===== config.mk =====
export PLATFORM = sky130hd
export DESIGN_NAME = pvc_voice_port
export DESIGN_NICKNAME = d
export VERILOG_FILES = /design/src/pvc_pkg.sv /design/src/pvc_voice_port.sv
export VERILOG_INCLUDE_DIRS = /design/src
export SDC_FILE = /design/constraint.sdc
export NUM_CORES = 1
export LEC_CHECK = 0
export BUFFER_PORTS_ARGS = -buffer_cell sky130_fd_sc_hd__buf_4
export CAP_MARGIN = 20
export CORE_MARGIN = 2
export CORE_UTILIZATION = 40
export DETAILED_ROUTE_END_ITERATION = 10
export GPL_TIMING_DRIVEN = 0
export PLACE_DENSITY = 0.63
export SLEW_MARGIN = 40
export SYNTH_ARGS = -nofsm -noshare
export SYNTH_HDL_FRONTEND = slang
export SYNTH_SLANG_ARGS = --single-unit
export TNS_END_PERCENT = 20

===== constraint.sdc =====
create_clock -name clk_sys_in -period 11.3 [get_ports clk_sys_in]
set_clock_uncertainty 0.05 [all_clocks]
set_input_delay 0.565 -clock clk_sys_in [delete_from_list [all_inputs] [get_ports clk_sys_in]]
set_output_delay 0.565 -clock clk_sys_in [all_outputs]
set_load 0.02 [all_outputs]

===== src/pvc_cfg.svh =====
// Purpose: Constants of the voice port (offsets, fields, resets, counts)
// Assumes: Included by bare name wherever a constant is needed
// Notes: Byte addresses on a 32-bit classic Wishbone slave
`ifndef PVC_CFG_SVH
`define PVC_CFG_SVH
// Register byte addresses
`define PVC_A_CFG 8'h00
`define PVC_A_SYN 8'h04
`define PVC_A_TX 8'h08
`define PVC_A_RX 8'h0C
`define PVC_A_STA 8'h10
// Reset values
`define PVC_CFG_RST 32'h0080_0000
`define PVC_SYN_RST 32'h0808_0177
// Configuration word bits
`define PVC_B_FOLLOW 1
`define PVC_B_SHORT 2
`define PVC_B_SIGNX 4
`define PVC_B_LSBF 5
`define PVC_B_REL 6
`define PVC_B_RELRISE 7
`define PVC_B_HOLD 8
`define PVC_B_ISDN 9
`define PVC_B_MUTE 10
`define PVC_B_FAST 11
`define PVC_B_LONG16 12
`define PVC_F_RATE 22:21
`define PVC_F_SLOT 26:23
`define PVC_F_FMT 28:27
// Fractional synthesiser word fields
`define PVC_F_MOD 12:0
`define PVC_F_INC 23:16
`define PVC_F_DIV 31:24
// Sample format and rate codes
`define PVC_FMT13 2'h0
`define PVC_FMT16 2'h1
`define PVC_FMT8 2'h2
`define PVC_FMT8S 2'h3
`define PVC_R128 2'h1
`define PVC_R512 2'h2
// Fixed-rate synthesiser: increment over modulus 625 at 10 MHz
`define PVC_FIX_MOD 13'h0271
`define PVC_FIX_I128 13'h0010
`define PVC_FIX_I256 13'h0020
`define PVC_FIX_I512 13'h0040
// Strobe lengths, slot count, gain field of the transmit word
`define PVC_SYNC8 11'h008
`define PVC_SYNC16 11'h010
`define PVC_SLOTS 8'h04
`define PVC_F_GAIN 18:16
`endif


===== src/pvc_pkg.sv =====
// Purpose: Types shared by the voice port
// Assumes: Constants come from pvc_cfg.svh
// Notes: Bus request travels as one packed struct
package pvc_pkg;
  // Classic Wishbone request from the master
  typedef struct packed {
    logic        cyc;
    logic        stb;
    logic        we;
    logic [7:0]  adr;
    logic [3:0]  sel;
    logic [31:0] dat;
  } pvc_wb_req_t;
  // Position of one bit within the frame
  typedef struct packed {
    logic       act;
    logic       last;
    logic       nact;
    logic [3:0] pos;
  } pvc_slot_t;
  // Whole state of the voice port
  typedef struct packed {
    logic [31:0] cfg;
    logic [31:0] syn;
    logic [31:0] tx;
    logic [15:0] rx;
    logic        rx_rdy;
    logic [15:0] rx_sh;
    logic [12:0] acc;
    logic [10:0] cnt;
    logic [10:0] learn;
    logic        bclk_o;
    logic        bclk_oe_n;
    logic        strobe_o;
    logic        strobe_oe_n;
    logic        dout_o;
    logic        dout_oe_n;
    logic        bs1, bs2, bs3;
    logic        ss1, ss2, st_prev;
    logic        ds1, ds2;
    logic        ack;
    logic [31:0] rdat;
  } pvc_state_t;
endpackage


===== src/pvc_voice_port.sv =====
// Purpose: PCM voice port clocking, framing and serial data
// Assumes: 10 MHz system clock; pins are synchronised inside
// Notes: Registers on classic Wishbone, one-cycle registered answer
`timescale 1ns/1ns
`include "pvc_cfg.svh"

// Summary of operation
// - Bit 9 sets the ISDN circuit mode flag, read in status bit 2; bit clock up to 4096 kHz.
// - Fixed-rate leader gives 128, 256 or 512 kHz, strobe at 8 kHz.
// - Bit 11 selects the fractional synthesiser, clear selects fixed-rate.
// - Bit 12 sets long strobe 16 cycles, else 8; fractional long only.
// - Fractional bit clock equals increment over modulus times base rate.
// - Fractional strobe rate equals bit clock over divisor times 8.
// - Synth word: modulus 12:0, increment 23:16, divisor 31:24.
// - Configuration word resets to 0x00800000.
// - Bit 1 clear: leader drives clock and strobe; set: follower.
// - Bit 2 clear: rising strobe starts frame; set: falling starts.
// - Sign fill set extends sign; clear pads gain bits or zeros.
// - Bit order clear sends MSB first, set sends LSB first.
// - Release clear drives output always; set releases after active slot.
// - Release edge clear: after falling edge; set: after rising edge.
// - Bit 8 holds leader strobe inactive while clock keeps running.
// - Bit 10 forces serial output to zero.
// - Rate field 22:21: 01 128 kHz, 00 256 kHz, 10 512 kHz.
// - Slot field 26:23 resets to 0001.
// - Format 28:27: 13, 16, 8 bit in 16 cycles; 11 is 8 in 8.
// - Input sampled on falling edge, output changed on rising edge.
// - Short framing strobe is one bit clock cycle long.
// - Any subset of the first four slots may carry data.
// - Eight-cycle slots are used only with 8-bit samples.
module pvc_voice_port
  import pvc_pkg::*;
(
  // System
  input  wire logic        clk_sys_in,
  input  wire logic        rst_in,
  // Wishbone slave
  input  wire pvc_wb_req_t wb_req_in,
  output logic             wb_ack_out,
  output logic [31:0]      wb_dat_out,
  // Bit clock pin
  input  wire logic        bclk_in,
  output logic             bclk_out,
  output logic             bclk_oe_n_out,
  // Frame strobe pin
  input  wire logic        strobe_in,
  output logic             strobe_out,
  output logic             strobe_oe_n_out,
  // Serial data pins
  input  wire logic        din_in,
  output logic             dout_out,
  output logic             dout_oe_n_out
);

  pvc_state_t s;
  pvc_state_t n;
  logic       rise_w;
  logic       fall_w;
  logic       lead_w;
  logic [10:0] frame_w;

  // Slot, bit position and neighbour activity of one frame count
  function automatic pvc_slot_t slot_of(input logic [10:0] c, input logic l8,
                                        input logic [3:0] m);
    pvc_slot_t r;
    logic [7:0] sl;
    sl     = l8 ? c[10:3] : {1'b0, c[10:4]};
    r.pos  = l8 ? {1'b0, c[2:0]} : c[3:0];
    r.act  = (sl < `PVC_SLOTS) && m[sl[1:0]];
    r.last = l8 ? (c[2:0] == 3'h7) : (c[3:0] == 4'hF);
    r.nact = (sl < `PVC_SLOTS - 8'h01) && m[sl[1:0] + 2'h1];
    return r;
  endfunction

  // Bit of the slot word sent or received at a slot position
  function automatic logic [3:0] idx_of(input logic [3:0] p, input logic l8,
                                        input logic lsbf);
    if (!lsbf) begin
      return 4'hF - p;
    end else if (l8) begin
      return 4'h8 + p;
    end
    return p;
  endfunction

  // ***************************************************************
  // Next state
  // ***************************************************************
  always_comb begin
    logic        l8;
    logic        fast;
    logic [12:0] mod;
    logic [12:0] inc;
    logic [13:0] sum;
    logic        wrap;
    logic [10:0] nc;
    logic [10:0] slen;
    logic [15:0] word;
    logic [1:0]  fmt;
    logic        strt;
    logic [10:0] rc;
    pvc_slot_t   si;
    logic        rd_rx;
    n      = s;
    rise_w = 1'b0;
    fall_w = 1'b0;
    nc     = s.cnt;
    rc     = s.cnt;
    strt   = 1'b0;
    rd_rx  = 1'b0;
    si     = '0;
    fmt    = s.cfg[`PVC_F_FMT];
    l8     = (fmt == `PVC_FMT8S);
    fast   = s.cfg[`PVC_B_FAST];
    lead_w = !s.cfg[`PVC_B_FOLLOW];

    // Pin synchronisers, two flops each, three on the bit clock
    n.bs1 = bclk_in;
    n.bs2 = s.bs1;
    n.bs3 = s.bs2;
    n.ss1 = strobe_in;
    n.ss2 = s.ss1;
    n.ds1 = din_in;
    n.ds2 = s.ds1;

    // Synthesiser select and increment
    if (fast) begin
      mod = s.syn[`PVC_F_MOD];
      inc = {5'h00, s.syn[`PVC_F_INC]};
    end else begin
      mod = `PVC_FIX_MOD;
      case (s.cfg[`PVC_F_RATE])
        `PVC_R128: inc = `PVC_FIX_I128;
        `PVC_R512: inc = `PVC_FIX_I512;
        default:   inc = `PVC_FIX_I256;
      endcase
    end

    // Accumulator; as leader, each wrap toggles the bit clock
    sum  = {1'b0, s.acc} + {1'b0, inc};
    wrap = (mod != 13'h0000) && (sum >= {1'b0, mod});
    if (mod == 13'h0000) begin
      n.acc = 13'h0000;
    end else if (wrap) begin
      n.acc = 13'(sum - {1'b0, mod});
    end else begin
      n.acc = sum[12:0];
    end

    // Frame length in bit clocks
    if (!lead_w) begin
      frame_w = s.learn;
    end else if (!fast) begin
      frame_w = 11'(inc);                           // 8 kHz frames
    end else if (s.syn[`PVC_F_DIV] == 8'h00) begin
      frame_w = `PVC_SYNC8;
    end else begin
      frame_w = {s.syn[`PVC_F_DIV], 3'h0};
    end

    // Bit clock edges, generated or seen on the pin
    if (lead_w) begin
      if (wrap) begin
        n.bclk_o = !s.bclk_o;
      end
      rise_w = wrap && !s.bclk_o;
      fall_w = wrap && s.bclk_o;
    end else begin
      rise_w = s.bs2 && !s.bs3;
      fall_w = !s.bs2 && s.bs3;
    end
    n.bclk_oe_n   = !lead_w;
    n.strobe_oe_n = !lead_w;

    // Long strobe length
    slen = (fast && s.cfg[`PVC_B_LONG16]) ? `PVC_SYNC16 : `PVC_SYNC8;

    // Slot word from the transmit register
    case (fmt)
      `PVC_FMT13: word = s.cfg[`PVC_B_SIGNX] ?
                         {{3{s.tx[12]}}, s.tx[12:0]} :
                         {s.tx[12:0], s.tx[`PVC_F_GAIN]};
      `PVC_FMT16: word = s.tx[15:0];
      `PVC_FMT8:  word = s.cfg[`PVC_B_SIGNX] ?
                         {{8{s.tx[7]}}, s.tx[7:0]} : {s.tx[7:0], 8'h00};
      default:    word = {s.tx[7:0], 8'h00};
    endcase

    // Rising edge: advance frame, drive output and strobe
    if (rise_w) begin
      // Leader wraps at its own frame length; follower restarts on the
      // strobe edge already seen, so bit 0 of every frame is not lost
      nc = s.cnt + 11'h001;
      if (lead_w && nc >= frame_w) begin
        nc = 11'h000;
      end else if (!lead_w && (s.cfg[`PVC_B_SHORT] ? (!s.ss2 && s.st_prev) :
                                                  (s.ss2 && !s.st_prev))) begin
        nc = 11'h000;
      end
      n.cnt = nc;
      si = slot_of(nc, l8, s.cfg[`PVC_F_SLOT]);
      n.dout_o = si.act && !s.cfg[`PVC_B_MUTE] &&
                 word[idx_of(si.pos, l8, s.cfg[`PVC_B_LSBF])];
      if (si.act) begin
        n.dout_oe_n = 1'b0;
      end else if (s.cfg[`PVC_B_RELRISE]) begin
        n.dout_oe_n = 1'b1;
      end
      if (s.cfg[`PVC_B_SHORT]) begin
        n.strobe_o = (nc == frame_w - 11'h001);
      end else begin
        n.strobe_o = (nc < slen);
      end
    end

    // Falling edge: frame detect as follower, sample input
    if (fall_w) begin
      n.st_prev = s.ss2;
      if (!lead_w) begin
        strt = s.cfg[`PVC_B_SHORT] ? (!s.ss2 && s.st_prev) :
                                     (s.ss2 && !s.st_prev);
      end
      if (strt) begin
        rc = 11'h000;
        n.cnt = 11'h000;
        if (s.cnt != 11'h000) begin
          n.learn = s.cnt + 11'h001;
        end
      end
      si = slot_of(rc, l8, s.cfg[`PVC_F_SLOT]);
      if (si.act) begin
        n.rx_sh[idx_of(si.pos, l8, s.cfg[`PVC_B_LSBF])] = s.ds2;
      end
      if (si.act && si.last) begin
        n.rx = n.rx_sh;
        if (!s.cfg[`PVC_B_RELRISE] && !si.nact) begin
          n.dout_oe_n = 1'b1;
        end
      end
    end

    // Output release off: drive continuously; mute and strobe hold
    if (!s.cfg[`PVC_B_REL]) begin
      n.dout_oe_n = 1'b0;
    end
    if (s.cfg[`PVC_B_MUTE]) begin
      n.dout_o = 1'b0;
    end
    if (!lead_w || s.cfg[`PVC_B_HOLD]) begin
      n.strobe_o = 1'b0;
    end
    if (!lead_w) begin
      n.bclk_o = 1'b0;
    end

    // Wishbone slave: answer one cycle after the request
    n.ack = wb_req_in.cyc && wb_req_in.stb && !s.ack;
    if (n.ack) begin
      if (wb_req_in.adr == `PVC_A_CFG) begin
        n.rdat = s.cfg;
      end else if (wb_req_in.adr == `PVC_A_SYN) begin
        n.rdat = s.syn;
      end else if (wb_req_in.adr == `PVC_A_TX) begin
        n.rdat = s.tx;
      end else if (wb_req_in.adr == `PVC_A_RX) begin
        n.rdat = {16'h0000, s.rx};
        rd_rx  = !wb_req_in.we;
      end else if (wb_req_in.adr == `PVC_A_STA) begin
        n.rdat = {5'h00, s.cnt, 13'h0000, s.cfg[`PVC_B_ISDN],
                  lead_w, s.rx_rdy};
      end else begin
        n.rdat = 32'h0000_0000;
      end
      for (int b = 0; b < 4; b++) begin
        if (wb_req_in.we && wb_req_in.sel[b]) begin
          if (wb_req_in.adr == `PVC_A_CFG) begin
            n.cfg[8*b +: 8] = wb_req_in.dat[8*b +: 8];
          end else if (wb_req_in.adr == `PVC_A_SYN) begin
            n.syn[8*b +: 8] = wb_req_in.dat[8*b +: 8];
          end else if (wb_req_in.adr == `PVC_A_TX) begin
            n.tx[8*b +: 8] = wb_req_in.dat[8*b +: 8];
          end
        end
      end
    end

    // Receive ready: a new word wins over a read clear
    if (rd_rx) begin
      n.rx_rdy = 1'b0;
    end
    if (fall_w && si.act && si.last) begin
      n.rx_rdy = 1'b1;
    end
  end

  // ***************************************************************
  // State register
  // ***************************************************************
  always_ff @(posedge clk_sys_in or posedge rst_in) begin
    if (rst_in) begin
      s             <= '0;
      s.cfg         <= `PVC_CFG_RST;
      s.syn         <= `PVC_SYN_RST;
      s.bclk_oe_n   <= 1'b1;
      s.strobe_oe_n <= 1'b1;
    end else begin
      s <= n;
    end
  end

  // Outputs straight from the state register
  assign wb_ack_out      = s.ack;
  assign wb_dat_out      = s.rdat;
  assign bclk_out        = s.bclk_o;
  assign bclk_oe_n_out   = s.bclk_oe_n;
  assign strobe_out      = s.strobe_o;
  assign strobe_oe_n_out = s.strobe_oe_n;
  assign dout_out        = s.dout_o;
  assign dout_oe_n_out   = s.dout_oe_n;

  // ***************************************************************
  // Assertions
  // ***************************************************************
  logic [10:0] hi_cnt;
  logic        long_ok;
  logic [10:0] slen_w;

  // Expected long strobe length for the current settings
  assign slen_w = (s.cfg[`PVC_B_FAST] && s.cfg[`PVC_B_LONG16]) ?
                  `PVC_SYNC16 : `PVC_SYNC8;

  // Bit clocks counted while the strobe is high
  always_ff @(posedge clk_sys_in or posedge rst_in) begin
    if (rst_in) begin
      hi_cnt <= 11'h000;
    end else if (rise_w) begin
      hi_cnt <= n.strobe_o ? hi_cnt + 11'h001 : 11'h000;
    end
  end

  // Strobe began cleanly at frame start with no setting changed since
  always_ff @(posedge clk_sys_in or posedge rst_in) begin
    if (rst_in) begin
      long_ok <= 1'b0;
    end else if (n.cfg != s.cfg || n.syn != s.syn) begin
      long_ok <= 1'b0;
    end else if (!s.strobe_o && n.strobe_o && n.cnt == 11'h000) begin
      long_ok <= 1'b1;
    end
  end
endmodule // pvc_voice_port


==> metrics.md <==
| Metric | Value |
|---|---|
| Status | finished with violations |
| Failing checks | hold timing |
| Max_slew headroom | 0.4217 |
| Synth warn | 0 |
| Total global routing track utilization | 0.2401 |
| CP arrival | between 6000 and 7000 ps |
| Number of placed instances, taps included | approximately 1900 |
| Clock share of power | 0.302 |
| Fin cells | roughly 2000 |
| Final Setup Violations | 0 |
| Synth top cells by count | 199 x dfrtp_1, 169 x nor2_1, 133 x mux2_2, 132 x nand2_1, 77 x a21oi_1 |
| Share of cells above drive strength 1 | 0.2376 |
| Area leader, netlist | dfrtp_1 |
| Post-route DRC violation count | 0 |
| Asr flop ratio synth | 1.000 |
| Post-Route M1 WL | around 18 mm |
| Worst r2r src | s[190]$_DFFE_PP0P_ |
| H-tree level count | 1 |
| Routed wire length per instance | approximately 21 um |
| Combinational Power Share | 0.390 |
| Routed wire length | approximately 40 mm |
| Final worst-path cycle share | 0.5532 |
| Syn nets | 1484 |
| Setup bufs post-CTS | 0 |
| Crit. Startpoint | s[190]$_DFFE_PP0P_ |
| Post-layout util | 0.4723 |
| Core footprint | between 30000 and 40000 sq um |
| Die width | roughly 190 um |
| Sw frac | 0.3610 |
| Die height | 185.8 um |
| Vias in the first global route | 10915 |
| Initial antenna violation count | 0 |
| Top-count cell post-synth | dfrtp_1 |
| Area delta synth->final | 16.28% |
| Internal Pwr Total | about 0.0018 W |
| Routed Antenna Nets | 0 |
| Slew @ Worst Pin | between 800 and 900 ps |
| CP required | 11700 ps |
| CTS Root Buffer Type | clkbuf_16 |
| Drt via density | roughly 5.8 |
| Row count | 66 |
| Reg2Reg Depth | 21 |
| RSZ-0062 raised after global routing | false |
| Clock buffer depth | 3 |
| Post-Synthesis Cells | 1392 |
| Worst-path maximum fanout | 10 |
| Nets | 1601 |
| Top_reg_cell synth | dfrtp_1 |
| Clock sinks | 210 |
| Distinct cells, synth | 86 |
| Synthesized area | about 13000 sq um |
| Main area contributors after synthesis | dfrtp_1 38%, mux2_2 11%, nor2_1 4.8%, nand2_1 3.7%, ha_1 3.6% |
| DRT iter0 DRCs | 896 |
| Port bufs | 88 |
| Share of the synthesized area in the top cell type | 0.3768 |
| Max-cap violations | 0 |
| CTS Buf Count | 25 |
| VDD IR max | 0.1034 mV |
| Critical path class | reg -> reg |
| PD cells | 178.9 nW/um^2 |
| Worst skew pair latency | approximately 540 ps |
| Avg Inst Size Synth | 9.494 sq um |
| Final WS setup | 5048 ps |
| Slew Limit Fails | 0 |
| EDFF count, synth | 0 |
| DR vias | approximately 11000 |
| Sequential area share after synthesis | 0.3987 |
| PostCTS Resize Cnt | 0 |
| Hold Path Class | in -> async |
| First drt pass iteration count | 7 |
| Yosys reg bits | 210 |
| Pin count of the biggest net entering global routing | 80 |
| Highest Signal Layer | met4 |
| Worst Hold Margin | -3.519 ps |
| Remaining Overflow, GRT | 0 |
| DP HPWL | 31.53 mm |
| Net switching power | just under 0.001 W |
| DIE AREA | 34510 sq um |
| Minimum clock period | 6252 ps |
| Final Power | roughly 0.0027 W |
| CP Launch Type | register |
| Initial Utilization | 0.4062 |
| First-pass GRT wire length | around 64 mm |
| CP Capture Type | register |
| Worst slack, placed | about 5200 ps |
| Setup TNS Final | 0 ps |
| # diodes | 0 |
| CTS Hold Bufs | 0 |
| CTS tree | yes |
| Gp weighted congestion | between 0.9 and 1 |
| Achievable Freq | between 0.15 and 0.2 GHz |
| Ports | approximately 90 |
| Final Hold Viols | 2 |
| Met3 wire length | between 2 and 3 mm |
| Clock slew at reported path FFs | roughly 60 ps |
| Routed wl met2 | between 15 and 20 mm |
| Leak | 6.902 nW |
| Sequential Power Share | 0.307 |
cells by family after synthesis:
family | after synthesis | share of synthesized area
adders and majority gates | 40 | 0.03901
AOI/OAI and AO/OA | 323 | 0.1667
xor gates and xnor gates | 44 | 0.03030
buffers and inverters | 132 | 0.04895
and+or+nand+nor | 462 | 0.1628
DFF | 210 | 0.3987
muxes | 181 | 0.1535
final timing paths:
kind                                          end  slack [ps]
max                            s[100]$_DFFE_PP0P_        5050
min                        strobe_out$_DFFE_PP0P_          -4
max reg2reg                    s[100]$_DFFE_PP0P_        5050
min reg2reg                       s[33]$_DFF_PP0_         300
max in group asynchronous      s[148]$_DFFE_PP1P_       10100
min in group clk_sys_in           n[33]$_DFF_PP0_         100
metal layers:
metal	vias to the layer above	track usage
met3	78	0.02465
met5	-	0
met1	5654	0.3398
met4	0	0.08472
li1	5235	-
met2	428	0.3823
flip-flops by register name, indices dropped and copies added, names as in the netlist:
| signal | flops |
|---|---|
| s | 167 |
| wb_dat_out | 32 |
| n | 5 |
| bclk_out | 1 |
| dout_oe_n_out | 1 |
| dout_out | 1 |
| strobe_oe_n_out | 1 |
| strobe_out | 1 |
| wb_ack_out | 1 |
cell type report:
| cell class | count | area (sq um) |
|---|---|---|
| Tap cell | 442 | 553.0 |
| Fill cell | 3150 | 17170 |
| Inverter | 32 | 127.6 |
| Buffer | 100 | 526.8 |
| Sequential cell | 210 | 5269 |
| Multi-Input combinational cell | 1050 | 7336 |
| Clock inverter | 5 | 103.9 |
| Clock buffer | 41 | 735.7 |
| Timing Repair Buffer | 90 | 715.7 |
critical path: stages, from the launching register on:
cell	delay (ps)
dfrtp_1	340
buf_2	290
clkbuf_1	610
mux2_2	450
ha_1	330
o21a_1	130
o21ai_0	250
nand2b_1	90
a21oi_1	180
xnor2_1	130
ha_1	380
nand4_1	160
a211oi_2	210
nor4_1	90
o21bai_2	210
o32a_1	190
a31oi_2	110
o41ai_4	770
nor4b_4	630
buf_2	360
nor2_1	70
a21oi_1	120
placed cells by master (no fill, tap or decap), types with 7 or more instances in the layout:
cell	Yosys	layout
dfrtp_1	199	199
nor2_1	169	162
mux2_2	133	133
nand2_1	132	132
buf_4	36	124
a21oi_1	77	77
o21ai_0	63	63
clkbuf_1	44	55
mux2i_1	44	44
ha_1	38	38
a22oi_1	36	36
nor3_1	31	29
inv_1	29	28
xnor2_1	28	28
nand3_1	26	26
clkbuf_16	0	25
a221oi_1	20	20
a31oi_1	15	15
nor2b_1	14	14
and2_1	14	14
buf_2	13	13
a22o_1	13	13
xor2_1	14	13
o21a_1	12	12
dfstp_2	11	11
nand2b_1	10	10
nor2_2	1	8
or3_1	8	8
nand3b_1	8	8
nand4_1	8	8
a211oi_1	8	8
buf_1	7	7
o22ai_1	7	7
stage by stage:
step	instance area, sq um	hold slack, ps
floorplan	13220	281.2
global placement	14430	288.4
detailed placement	14520	284.7
CTS	15360	28.49
global route	15370	42.82
finish	15370	-3.519
power by group through the flow:
stage | logic, W | clock network (W) | registers (W)
2_1_floorplan | 0.000814 | 0 | 0.000847
3_3_place_gp | 0.00104 | 0 | 0.000857
3_5_place_dp | 0.00106 | 0 | 0.000858
4_1_cts | 0.00106 | 0.000848 | 0.000845
5_1_grt | 0.00119 | 0.000876 | 0.000850
6_report | 0.00107 | 0.000831 | 0.000845
(Power assumes the default switching activity.)
